==> src/hw/apms_pkg.sv <==
// package: constants and types for the activity power mode sequencer
package apms_pkg;
    localparam int unsigned APMS_CLK_HZ        = 250_000_000;
    localparam int unsigned APMS_SLOW_OSC_HZ   = 128_000;
    localparam int unsigned APMS_SLOW_DIV      = APMS_CLK_HZ / (2 * APMS_SLOW_OSC_HZ);
    localparam int unsigned APMS_TMR_W         = 32;
    localparam int unsigned APMS_DIV_W         = 16;
    localparam logic [31:0] APMS_IDLE_RST      = 32'h0000_1000;
    localparam logic [31:0] APMS_SLEEP_RST     = 32'h0000_4000;
    localparam logic [31:0] APMS_OFF_RST       = 32'h0001_0000;
    localparam logic [31:0] APMS_SNIFF_RST     = 32'h0000_0400;

    typedef enum logic [3:0] {
        APMS_ACTIVE = 4'h1,
        APMS_IDLE   = 4'h2,
        APMS_SLEEP  = 4'h4,
        APMS_OFF    = 4'h8
    } apms_state_t;
endpackage

==> src/hw/apms_rf_if.sv <==
// interface: radio power-down controls between sequencer and radio gate
`timescale 1ns/100ps
`default_nettype none
interface apms_rf_if;
    logic tx_pd;
    logic rx_pd;
    logic pll_pd;
    logic pa_pd;
    logic core_on;
    modport ctrl (input tx_pd, rx_pd, pll_pd, pa_pd, output core_on);
    modport gate (output tx_pd, rx_pd, pll_pd, pa_pd, input core_on);
endinterface
`default_nettype wire

==> src/hw/apms_seq.sv <==
// top: activity-driven power mode sequencer with radio and oscillator control
`timescale 1ns/100ps
`default_nettype none
module apms_seq
    import apms_pkg::*;
#(
    parameter int unsigned N_PERIPH = 4
) (
    input  wire logic                  i_mclk,
    input  wire logic                  i_rst_b,
    input  wire logic                  i_user_event,
    input  wire logic [APMS_TMR_W-1:0] i_idle_period,
    input  wire logic [APMS_TMR_W-1:0] i_sleep_period,
    input  wire logic [APMS_TMR_W-1:0] i_off_period,
    input  wire logic                  i_sw_force_down,
    input  wire logic                  i_fw_ldo_off_en,
    input  wire logic                  i_pkt_tx,
    input  wire logic                  i_pkt_rx,
    input  wire logic                  i_pkt_wake,
    input  wire logic                  i_sniff_en,
    input  wire logic [APMS_TMR_W-1:0] i_sniff_interval,
    input  wire logic [N_PERIPH-1:0]   i_periph_en,
    input  wire logic [N_PERIPH-1:0]   i_periph_clk_req,
    output logic [3:0]                 o_power_state,
    output logic                       o_core_ldo_en,
    output logic                       o_tx_pd,
    output logic                       o_rx_pd,
    output logic                       o_pll_pd,
    output logic                       o_pa_pd,
    output logic                       o_slow_osc_en,
    output logic                       o_slow_clk,
    output logic                       o_on_slow_clk,
    output logic                       o_sniff_wake
);
    if (N_PERIPH < 1 || N_PERIPH > 32) begin : g_bad_periph
        $error("N_PERIPH out of range");
    end

    apms_state_t           state_q;
    apms_state_t           state_d;
    logic [APMS_TMR_W-1:0] idle_cnt_q;
    logic [APMS_TMR_W-1:0] limit;
    logic                  evt_s1_q;
    logic                  evt_s2_q;
    logic                  evt_s3_q;
    logic                  activity;
    logic                  expired;
    logic [APMS_TMR_W-1:0] sniff_cnt_q;
    logic                  sniff_wake_q;
    logic [APMS_DIV_W-1:0] div_q;
    logic                  slow_clk_q;
    logic                  osc_req;
    logic [N_PERIPH-1:0]   req_gated;
    logic                  ldo_en_d;

    apms_rf_if rf ();

    // user event pin synchronised, rising edge is activity
    always_ff @(posedge i_mclk or negedge i_rst_b) begin
        if (!i_rst_b) begin
            evt_s1_q <= 1'b0;
            evt_s2_q <= 1'b0;
            evt_s3_q <= 1'b0;
        end else begin
            evt_s1_q <= i_user_event;
            evt_s2_q <= evt_s1_q;
            evt_s3_q <= evt_s2_q;
        end
    end

    // always-on domain watches events in every state
    assign activity = (evt_s2_q && !evt_s3_q) || i_pkt_wake;

    always_comb begin
        unique case (state_q)
            APMS_ACTIVE: limit = i_idle_period;
            APMS_IDLE:   limit = i_sleep_period;
            APMS_SLEEP:  limit = i_off_period;
            default:     limit = '1;
        endcase
    end

    assign expired = (idle_cnt_q >= limit) && (state_q != APMS_OFF);

    // inactivity timer
    always_ff @(posedge i_mclk or negedge i_rst_b) begin
        if (!i_rst_b) begin
            idle_cnt_q <= '0;
        end else if (activity || expired || i_sw_force_down) begin
            idle_cnt_q <= '0;
        end else if (state_q != APMS_OFF) begin
            idle_cnt_q <= idle_cnt_q + 1'b1;
        end
    end

    // next power state
    always_comb begin
        state_d = state_q;
        if (activity) begin
            state_d = APMS_ACTIVE;
        end else if (expired || i_sw_force_down) begin
            unique case (state_q)
                APMS_ACTIVE: state_d = APMS_IDLE;
                APMS_IDLE:   state_d = APMS_SLEEP;
                APMS_SLEEP:  state_d = APMS_OFF;
                APMS_OFF:    state_d = APMS_OFF;
            endcase
        end
    end

    always_ff @(posedge i_mclk or negedge i_rst_b) begin
        if (!i_rst_b) begin
            state_q <= APMS_ACTIVE;
        end else begin
            state_q <= state_d;
        end
    end

    assign o_power_state = state_q;

    // core regulator output, dropped only when firmware allows it
    assign ldo_en_d = !((state_d == APMS_OFF) && i_fw_ldo_off_en);

    always_ff @(posedge i_mclk or negedge i_rst_b) begin
        if (!i_rst_b) begin
            o_core_ldo_en <= 1'b1;
        end else begin
            o_core_ldo_en <= ldo_en_d;
        end
    end

    // radio gate sees the next regulator state, so it goes dark on the same edge
    assign rf.core_on = ldo_en_d;

    apms_rf_gate u_rf_gate (
        .i_mclk   (i_mclk),
        .i_rst_b  (i_rst_b),
        .i_pkt_tx (i_pkt_tx),
        .i_pkt_rx (i_pkt_rx),
        .rf       (rf.gate)
    );

    assign o_tx_pd  = rf.tx_pd;
    assign o_rx_pd  = rf.rx_pd;
    assign o_pll_pd = rf.pll_pd;
    assign o_pa_pd  = rf.pa_pd;

    // peripheral requests gated by their enables
    genvar g;
    generate
        for (g = 0; g < N_PERIPH; g++) begin : g_req
            assign req_gated[g] = i_periph_en[g] && i_periph_clk_req[g];
        end
    endgenerate

    assign osc_req = (|req_gated) || (i_sniff_en && state_q != APMS_ACTIVE);

    // slow oscillator model: divided clock while requested
    always_ff @(posedge i_mclk or negedge i_rst_b) begin
        if (!i_rst_b) begin
            div_q      <= '0;
            slow_clk_q <= 1'b0;
        end else if (!osc_req) begin
            div_q      <= '0;
            slow_clk_q <= 1'b0;
        end else if (div_q == APMS_DIV_W'(APMS_SLOW_DIV - 1)) begin
            div_q      <= '0;
            slow_clk_q <= !slow_clk_q;
        end else begin
            div_q <= div_q + 1'b1;
        end
    end

    always_ff @(posedge i_mclk or negedge i_rst_b) begin
        if (!i_rst_b) begin
            o_slow_osc_en <= 1'b0;
        end else begin
            o_slow_osc_en <= osc_req;
        end
    end

    assign o_slow_clk = slow_clk_q;

    // sniff: run on slow clock, wake after interval plus one slow ticks
    always_ff @(posedge i_mclk or negedge i_rst_b) begin
        if (!i_rst_b) begin
            sniff_cnt_q  <= '0;
            sniff_wake_q <= 1'b0;
            o_on_slow_clk <= 1'b0;
        end else begin
            o_on_slow_clk <= i_sniff_en && (state_q != APMS_ACTIVE);
            sniff_wake_q  <= 1'b0;
            if (!i_sniff_en || state_q == APMS_ACTIVE) begin
                sniff_cnt_q <= '0;
            end else if (div_q == APMS_DIV_W'(APMS_SLOW_DIV - 1) && !slow_clk_q) begin
                if (sniff_cnt_q >= i_sniff_interval) begin
                    sniff_cnt_q  <= '0;
                    sniff_wake_q <= 1'b1;
                end else begin
                    sniff_cnt_q <= sniff_cnt_q + 1'b1;
                end
            end
        end
    end

    assign o_sniff_wake = sniff_wake_q;
endmodule
`default_nettype wire

==> src/hw/apms_rf_gate.sv <==
// radio power-down gating driven by packet handling
`timescale 1ns/100ps
`default_nettype none
module apms_rf_gate
    import apms_pkg::*;
(
    input  wire logic i_mclk,
    input  wire logic i_rst_b,
    input  wire logic i_pkt_tx,
    input  wire logic i_pkt_rx,
    apms_rf_if.gate   rf
);
    // powered only while the packet handler needs the path
    always_ff @(posedge i_mclk or negedge i_rst_b) begin
        if (!i_rst_b) begin
            rf.tx_pd  <= 1'b1;
            rf.rx_pd  <= 1'b1;
            rf.pll_pd <= 1'b1;
            rf.pa_pd  <= 1'b1;
        end else begin
            rf.tx_pd  <= !(rf.core_on && i_pkt_tx);
            rf.pa_pd  <= !(rf.core_on && i_pkt_tx);
            rf.rx_pd  <= !(rf.core_on && i_pkt_rx);
            rf.pll_pd <= !(rf.core_on && (i_pkt_tx || i_pkt_rx));
        end
    end
endmodule
`default_nettype wire

==> config.mk <==
export PLATFORM = sky130hd
export DESIGN_NAME = apms_seq
export DESIGN_NICKNAME = d
export VERILOG_FILES = /design/src/hw/apms_pkg.sv /design/src/hw/apms_rf_if.sv /design/src/hw/apms_seq.sv /design/src/hw/apms_rf_gate.sv
export SDC_FILE = /design/constraint.sdc
export NUM_CORES = 1
export LEC_CHECK = 0
export BUFFER_PORTS_ARGS = -buffer_cell sky130_fd_sc_hd__buf_2
export CORE_MARGIN = 2
export CORE_UTILIZATION = 50
export CTS_CLUSTER_SIZE = 16
export DETAILED_ROUTE_END_ITERATION = 10
export GPL_TIMING_DRIVEN = 0
export PLACE_DENSITY = 0.73
export SYNTH_ARGS = -nofsm -noshare
export SYNTH_HDL_FRONTEND = slang
export SYNTH_SLANG_ARGS = --single-unit
==> constraint.sdc <==
create_clock -name i_mclk -period 4 [get_ports i_mclk]
set_input_delay 0.2 -clock i_mclk [delete_from_list [all_inputs] [get_ports i_mclk]]
set_output_delay 0.2 -clock i_mclk [all_outputs]
set_load 0.02 [all_outputs]
# --- After elaboration in Yosys (flattened, before gate mapping) ---
# Index checks and enable logic that the tools add are counted.
word_totals:
  elab_cells: 75
  memories: 0
  latchBits: 0
  rom_bits: 0
  mem_bits_rw: 0
  regBits: 95
op_classes:
  n_lt_le_gt_ge: 2
  n_addsub: 3
  eq_ne: 9
  mux: 16
  n_mul: 0
  n_shift: 0
  n_reduce_logical: 30
  div: 0
  bitwise_logic: 0
op_table:
  columns: ["op", "n"]
  rows:
  - ["$mux W32", 5]
  - ["$pmux W32 S3", 1]
  - ["$add A32 B1 Y32 const B", 2]
  - ["$ge A32 B32 Y1", 2]
  - ["$mux W16", 2]
  - ["$add A16 B1 Y16 const B", 1]
  - ["$eq A16 B10 Y1 const B", 1]
  - ["$logic_and A1 B1 Y1", 12]
  - ["$pmux W4 S3", 1]
  - ["$eq A4 B4 Y1 const B", 2]
  - ["$mux W4", 2]
  - ["$logic_not A1 Y1", 7]
  - ["$logic_or A1 B1 Y1", 7]
  - ["$mux W1", 5]
  - ["$eq A4 B1 Y1 const B", 1]
  - ["$eq A4 B2 Y1 const B", 1]
  - ["$eq A4 B3 Y1 const B", 1]
  - ["$ne A4 B1 Y1 const B", 1]
  - ["$ne A4 B4 Y1 const B", 1]
  - ["$reduce_bool A2 Y1", 2]
  - ["$reduce_or A4 Y1", 1]
  - ["$ne A2 B1 Y1 const B", 1]
  - ["$reduce_or A2 Y1", 1]

# --- Longest topological paths before layout ---
# Gate-level depths: netlist of the first run.
logic_depth:
  word_depth: 12
  ltp_mapped: 13
  depth_no_buf: 11

# --- Hierarchy ---
# Synthesis of the first run repeated with hierarchy kept, for this count alone.
hier_totals:
  hier_cells: 767
  hier_area_um2: 6715.2
by_module_without_submodules:
  columns: ["mod", "seq_area_each_um2", "n_inst", "cells_each", "area_each_um2"]
  rows:
  - ["apms_seq", 2304.7, 1, 760, 6616.3]
  - ["apms_rf_gate", 78.8, 1, 7, 98.8]

# --- Worst setup path before layout of the first run ---
# OpenSTA, ideal clock, no wires.
synth_path:
  path_kind: "flip-flop to flip-flop"
  start: "register state_q[2], in the netlist o_power_state[2]"
  end: "register idle_cnt_q[0]"
  stages_incl_launch_ff: 14
  required_ns: 3.929
  t_arrival_ns: 3.627
  slack_ns: 0.301
  cell_sequence: "dfrtp_1 > nor4b_1 > clkbuf_1 > a222oi_1 > and2_1 > ha_1 > a21o_1 > a21o_1 > a211oi_1 > o211ai_1 > a211oi_2 > o21ai_2 > buf_2 > nor2_1"
synth_via:
  elab_chain_cells: 7
synth_lines:
  columns: ["element", "line", "source"]
  rows:
  - ["from (decl)", "apms_seq.sv:39", "apms_state_t state_q;"]
  - ["from (signal assigned)", "apms_seq.sv:115", "state_q <= state_d;"]
  - ["$eq A4 B3 Y1, or another cell as far along", "apms_seq.sv:75", "unique case (state_q)"]
  - ["$pmux W32 S3", "apms_seq.sv:75", null]
  - ["$ge A32 B32 Y1", "apms_seq.sv:83", "assign expired = (idle_cnt_q >= limit) && (state_q != APMS_OFF);"]
  - ["$logic_and A1 B1 Y1", "apms_seq.sv:83", null]
  - ["$logic_or A1 B1 Y1 (2 in a row)", "apms_seq.sv:89", "end else if (activity || expired || i_sw_force_down) begin"]
  - ["$mux W32 / $reduce_bool A2 Y1 (equally long branches)", null, null]
  - ["to (signal assigned)", "apms_seq.sv:92", "idle_cnt_q <= idle_cnt_q + 1'b1;"]
  - ["to (decl)", "apms_seq.sv:41", "logic [APMS_TMR_W-1:0] idle_cnt_q;"]
# Several ways; a longest one is shown, not always the timed one.
# A chain may end at the register's enable or synchronous reset.

# --- Worst setup path in the final report of the first run ---
layout_path:
  start: "register state_q[0], in the netlist o_power_state[0]"
  end: "register idle_cnt_q[5]"
# The elaborated chain is that of the path after synthesis.

==> impl_metrics.env, run 1 <==
export IMPL_post_synth_top_area_fraction=0.3310
export IMPL_worst_hold_path_type="primary input to register"
export IMPL_crit_family="simple AND/OR/NAND/NOR gates"
export IMPL_post_synth_instance_area_um2=6804
export IMPL_worst_hold_path_endpoint="u_rf_gate.rf.pll_pd"
export IMPL_ys_async_sr_fraction=1.000
export IMPL_detail_route_wirelength_mm=17.49
export IMPL_layout_area_seq_um2=2384
export IMPL_synth_top_cells_by_area="dfrtp_1 33%, ha_1 12%, nor2_1 5.0%, a222oi_1 4.7%, and2_1 4.0%"
export IMPL_mappedNetlistNets=982
export IMPL_buffer_ports_inserted=157
export IMPL_start_util=0.5138
export IMPL_hold_path_cell_count=2
export IMPL_grt_use_met2=0.4050
export IMPL_path_class="register to register"
export IMPL_synthMostInstantiatedCell="nor2_1"
export IMPL_dpl_cell_area_um2=7846
export IMPL_regToRegStartpoint="o_power_state[0]"
export IMPL_gp_routability_congestion=0.8300
export IMPL_ys_seq_elements=95
export IMPL_run_status="finished clean"
export IMPL_synth_edff_count=0
export IMPL_die_x_um=120.7
export IMPL_grt_util_met1=0.3425
export IMPL_routed_via_density=5.702
export IMPL_drt_iter0_markers=625
export IMPL_report_final_setup_viol=0
export IMPL_timing_final_hold_violations=0
export IMPL_routed_via_count=6432
export IMPL_aggregate_global_route_resource_usage=0.2460
export IMPL_layout_worst_path_cycle_share=0.9366
export IMPL_fmax_ghz=0.2669
export IMPL_number_of_cells_on_the_worst_reg_to_reg_path=13
export IMPL_critPathCaptureType="register"
export IMPL_ordered_list_of_cells_on_the_worst_path="nor4b_4, buf_4, clkbuf_2, a222oi_1, and2_1, ha_1, nand4_1, nand2b_1, a31oi_1, a211oi_4, o21ai_2, buf_2, nor2_1"
export IMPL_timing_reg2reg_setup_slack_ns=0.25
export IMPL_global_route_wire_length_before_repair_mm=28.92
export IMPL_clock_insertion_delay_worst_skew_ns=0.34
export IMPL_grt_pass1_vias=6017
export IMPL_power_per_cell_area_nw_per_um2=279.6
export IMPL_grt_busiest_layer="met2"
export IMPL_ioPinCount=158
export IMPL_max_cap_violations=0
export IMPL_finish_instance_area_um2=8302
export IMPL_critical_path_peak_fanout=11
export IMPL_antenna_diode_count=0
export IMPL_critical_path_required_ns=4.22
export IMPL_postSynthAreaPerCell_um2=8.836
export IMPL_yosysUniqueCellTypes=60
export IMPL_synth_seq_area_share=0.3503
export IMPL_grt_ovfl_total=0
export IMPL_multi_input_comb_area_um2=4161
export IMPL_p_leak_nw=4.070
export IMPL_post_route_drc_count=0
export IMPL_slew_viol_final=0
export IMPL_cts_root_buffer_cell="clkbuf_16"
export IMPL_grt_antenna_before_repair=0
export IMPL_start_kind="register"
export IMPL_timing_max_slew_rel_slack=0.5864
export IMPL_ctsHtreeMaxLevel=3
export IMPL_synth_warnings=0
export IMPL_cts_tree="done"
export IMPL_grt_start_max_net_pins=61
export IMPL_r2r_end="idle_cnt_q[5]"
export IMPL_route_detailed_wl_per_inst_um=15.51
export IMPL_max_slew_worst_pin_slew_ns=0.6203
export IMPL_holdCritStartpoint="i_pkt_tx"
export IMPL_fin_crit_ns=3.747
export IMPL_yosys_most_used_dff="dfrtp_1"
export IMPL_dr_pass1_iters=7
export IMPL_areaGrowthSynthToFinish_pct=22.01
export IMPL_grt_util_met3=0.04528
export IMPL_cts_clk_slew_worst_paths_ns=0.06
export IMPL_cp_slowest_stage_delay_ns=0.62
export IMPL_finalNetCount=1159
export IMPL_layout_drive_gt1_share=0.2353
export IMPL_cts_max_path_buffers=2
export IMPL_cp_arrival_ns=3.97
export IMPL_die_height_um=120.7
export IMPL_die_area_um2=14560
export IMPL_synth_top_cells_by_count="91 x nor2_1, 90 x dfrtp_1, 67 x ha_1"
export IMPL_dp_hpwl_mm=13.15
export IMPL_cpMaxStageDelayCell="dfstp_2"
export IMPL_layout_filler_cells=1181
export IMPL_ir_drop_mv=0.2483
export IMPL_cp_num_buf_inv=3
export IMPL_std_cell_rows=42
export IMPL_antenna_violating_nets_post_route=0
export IMPL_finClkSkew_ns=0.007218
export IMPL_cts_buffers=9
export IMPL_final_setup_tns_ns=0
export IMPL_clkSinkCount=95
export IMPL_placeableCoreArea_um2=13240
export IMPL_postSynthCellCount=770
export IMPL_rsz0062_at_grt="no"
export IMPL_yosys_area_top_type="dfrtp_1"
layout by cell type, fill, tap and decap left out, types with 3 or more instances in the layout:
master,count
and3_1,17
a211oi_1,4
dfrtp_1,90
xor2_1,25
and2_1,43
ha_1,67
a211o_1,3
a21o_1,8
clkbuf_1,11
o21ai_0,19
buf_4,14
nand3_1,39
a31oi_1,18
and4_1,5
inv_1,43
nor4_1,4
nor2b_1,4
clkbuf_2,7
nor4b_4,3
and4bb_2,3
a222oi_1,32
dfstp_2,5
o31ai_1,4
nor3_1,8
a21oi_1,37
nand2_1,59
nand2b_1,12
a22oi_1,4
clkbuf_16,9
a22o_1,3
xnor2_1,23
buf_2,161
nand4_1,27
nor2_1,91
a41oi_1,3
stage by stage:
stage          setup slack [ns]  hold WS (ns)  cells  power (W)    util
2_1_floorplan            0.3013      -0.09559    770   0.001232       -
3_3_place_gp             -1.003        0.3092   1103   0.001378  0.5898
3_5_place_dp            -0.8820        0.2042   1104   0.001389  0.5925
4_1_cts                 0.06705      0.006897   1130   0.002336  0.6266
5_1_grt                 0.03000      0.005119   1128   0.002422  0.6269
6_report                 0.2535       0.01787   1128   0.002321  0.6269
routing by layer:
layer  wire length [um]  vias up
met4                138        0
met1               8057     3073
li1                   -     3176
met2               8352      173
met3                944       10
met5                  0        -
registers in the layout, indices dropped and copies added, names as in the netlist:
name	flops
o_slow_clk	1
idle_cnt_q	32
u_rf_gate.rf.rx_pd	1
evt_s3_q	1
u_rf_gate.rf.tx_pd	1
o_power_state	4
o_slow_osc_en	1
div_q	16
o_sniff_wake	1
evt_s2_q	1
o_core_ldo_en	1
o_on_slow_clk	1
evt_s1_q	1
u_rf_gate.rf.pll_pd	1
sniff_cnt_q	32
worst max path at each step:
stage | end | start | slack [ns] | cells past startpoint
floorplan | idle_cnt_q[0] | o_power_state[2] | 0.30 | 13
detailed placement | idle_cnt_q[5] | o_power_state[2] | -0.88 | 13
global route | idle_cnt_q[5] | o_power_state[0] | 0.03 | 13
finish | idle_cnt_q[5] | o_power_state[0] | 0.25 | 13
CTS | idle_cnt_q[5] | o_power_state[0] | 0.07 | 13
global placement | idle_cnt_q[24] | o_power_state[3] | -1.00 | 13
cell type report:
class	count	area share
clock inverter	3	0.007837
timing repair buffer	169	0.1088
multi-input combinational	602	0.5013
sequential	95	0.2871
tap	176	0.02653
clock buffer	13	0.03135
buffer	27	0.01763
inverter	43	0.01944
logic make-up (layout without fill, tap and decap cells):
logic type | count (synthesis) | after routing | share of synthesized area
simple gates | 330 | 330 | 0.2536
buf+inv | 73 | 255 | 0.04560
xor+xnor | 48 | 48 | 0.06179
mux | 2 | 2 | 0.003126
flops | 95 | 95 | 0.3503
fa+ha+maj | 67 | 67 | 0.1232
compound gates | 155 | 155 | 0.1624
where the power goes:
part           internal (W)  switching [W]
Sequential         0.000987      0.0000254
Combinational      0.000181       0.000191
Clock              0.000582       0.000355
Total               0.00175       0.000572
repair_timing:
action	4_1_cts	5_1_grt
gates resized for setup	7	12
pin swaps	3	0
setup endpoints to repair	40	34
setup buffers	9	0
hold endpoints to repair	36	0
hold buffers	2	0
Power figures use the tool's default switching activity.
==> run 2, diff against run 1 <==
CORE_UTILIZATION = 25   (was 50)
PLACE_DENSITY = 0.41   (was 0.73)
==> impl_metrics.env, run 2 (synthesis gave the netlist of run 1 again) <==
export IMPL_timing_max_slew_rel_slack=0.5442
export IMPL_global_route_wire_length_before_repair_mm=32.23
export IMPL_fin_crit_ns=3.667
export IMPL_max_slew_worst_pin_slew_ns=0.6797
export IMPL_grt_pass1_vias=6041
export IMPL_timing_reg2reg_setup_slack_ns=0.33
export IMPL_std_cell_rows=60
export IMPL_report_final_setup_viol=0
export IMPL_finalNetCount=1161
export IMPL_grt_start_max_net_pins=53
export IMPL_clkSinkCount=95
export IMPL_aggregate_global_route_resource_usage=0.1422
export IMPL_fmax_ghz=0.2727
export IMPL_die_x_um=169.0
export IMPL_drt_iter0_markers=464
export IMPL_power_per_cell_area_nw_per_um2=274.4
export IMPL_grt_ovfl_total=0
export IMPL_placeableCoreArea_um2=26800
export IMPL_cts_root_buffer_cell="clkbuf_16"
export IMPL_post_route_drc_count=0
export IMPL_start_kind="register"
export IMPL_critical_path_required_ns=4.28
export IMPL_die_height_um=169.0
export IMPL_ioPinCount=158
export IMPL_finClkSkew_ns=0.009326
export IMPL_antenna_violating_nets_post_route=0
export IMPL_start_util=0.2539
export IMPL_cts_max_path_buffers=2
export IMPL_cts_clk_slew_worst_paths_ns=0.07
export IMPL_cp_arrival_ns=3.94
export IMPL_detail_route_wirelength_mm=20.18
export IMPL_routed_via_density=4.817
export IMPL_ctsHtreeMaxLevel=3
export IMPL_rsz0062_at_grt="no"
export IMPL_dp_hpwl_mm=15.88
export IMPL_slew_viol_final=0
export IMPL_routed_via_count=6238
export IMPL_hold_ws_ns=0.01994
export IMPL_most_common_layout_cells="159 x buf_2, 91 x nor2_1, 90 x dfrtp_1"
export IMPL_cts_buffers=9
export IMPL_critPathCaptureType="register"
export IMPL_path_class="register to register"
export IMPL_worst_hold_path_type="primary input to register"
export IMPL_timing_final_hold_violations=0
export IMPL_die_area_um2=28550
export IMPL_final_core_util=0.3185
export IMPL_run_status="finished clean"
export IMPL_largestRegisters="idle_cnt_q (32), sniff_cnt_q (32), div_q (16)"
export IMPL_ir_drop_mv=0.1412
export IMPL_antenna_diode_count=0
export IMPL_cts_tree="done"
export IMPL_buffer_ports_inserted=157
export IMPL_clock_insertion_delay_worst_skew_ns=0.35
export IMPL_post_layout_total_power_w=0.002342
export IMPL_gp_routability_congestion=0.7432
export IMPL_grt_antenna_before_repair=0
export IMPL_layout_worst_path_cycle_share=0.9167
export IMPL_max_cap_violations=0
export IMPL_dr_pass1_iters=7
export IMPL_layout_drive_gt1_share=0.2411
export IMPL_route_detailed_wl_per_inst_um=15.58
export IMPL_layout_commonest_cell="buf_2"
export IMPL_areaGrowthSynthToFinish_pct=25.45
export IMPL_p_leak_nw=4.079
export IMPL_critical_path_peak_fanout=10
[run 2: cell types whose count changed in the layout (fill, tap and decap cells not counted)]
cell           change
clkbuf_1           -3
clkbuf_2           +3
buf_2              -2
clkbuf_4           +2
clkbuf_8           -2
clkinv_4           +2
clkinvlp_4         +2
a221oi_1           -1
a221oi_2           +1
buf_4              -1
dlygate4sd3_1      +1
or3_1              -1
or3_4              +1
[run 2: report_power, final]
part / internal [W] / total (W) / leakage (nW) / switching [W]
sequential: 0.000986 / 0.00101 / 1.29 / 0.0000251
combinational: 0.000184 / 0.000383 / 2.64 / 0.000199
clock: 0.000550 / 0.000948 / 0.152 / 0.000399
total: 0.00172 / 0.00234 / 4.08 / 0.000623
[run 2: critical path, cell delays in order (launching register included)]
cell and delay [ns]:
dfstp_2 0.63, nor4b_4 0.37, buf_4 0.23, a222oi_1 0.12
and2_1 0.18, ha_1 0.28, a211oi_1 0.24, o21ai_0 0.14
a221oi_2 0.34, o211ai_1 0.21, a211oi_4 0.31, o21ai_2 0.16
clkbuf_4 0.26, nor2_1 0.12
[run 2: path summary, 6_finish.rpt]
check	startpoint	end	cells past startpoint
max	o_power_state[0]	idle_cnt_q[27]	13
min	i_pkt_rx	u_rf_gate.rf.pll_pd	2
max reg2reg	o_power_state[0]	idle_cnt_q[27]	13
min reg2reg	evt_s2_q	evt_s3_q	0
max in group asynchronous	i_rst_b	u_rf_gate.rf.rx_pd	3
min in group asynchronous	i_rst_b	sniff_cnt_q[2]	2
[run 2: layout make-up]
cell class | count | area, um2
multi-input cells | 602 | 4173
clock inverters | 7 | 97.59
well taps | 341 | 426.7
repair buffers | 169 | 905.9
clock buffers | 9 | 225.2
plain buffers | 29 | 162.7
fillers | 2844 | 18270
flip-flops and latches | 95 | 2384
inverters | 43 | 161.4
[run 2: what timing repair did]
item,in CTS,in global routing
setup buffers,5,1
hold buffers,3,0
pin swaps,2,2
hold endpoints to repair,46,0
gates resized for setup,8,16
setup endpoints to repair,40,37
[run 2: through the flow]
| stage | cells | setup WS [ns] | area (um2) | TNS [ns] |
|---|---|---|---|---|
| 2_1_floorplan | 770 | 0.3013 | 6804 | 0 |
| 3_3_place_gp | 1268 | -1.440 | 8016 | -53.91 |
| 3_5_place_dp | 1271 | -0.6630 | 8083 | -22.99 |
| 4_1_cts | 1295 | 0.03269 | 8496 | 0 |
| 5_1_grt | 1295 | 0.007530 | 8536 | 0 |
| 6_report | 1295 | 0.3333 | 8536 | 0 |
[run 2: per-layer routing]
layer | vias to the layer above | wire length (um) | track usage
li1 | 3177 | - | -
met1 | 2951 | 9932 | 0.2010
met2 | 99 | 9519 | 0.2306
met3 | 11 | 553 | 0.02081
met4 | 0 | 176 | 0.03047
met5 | - | 0 | 0
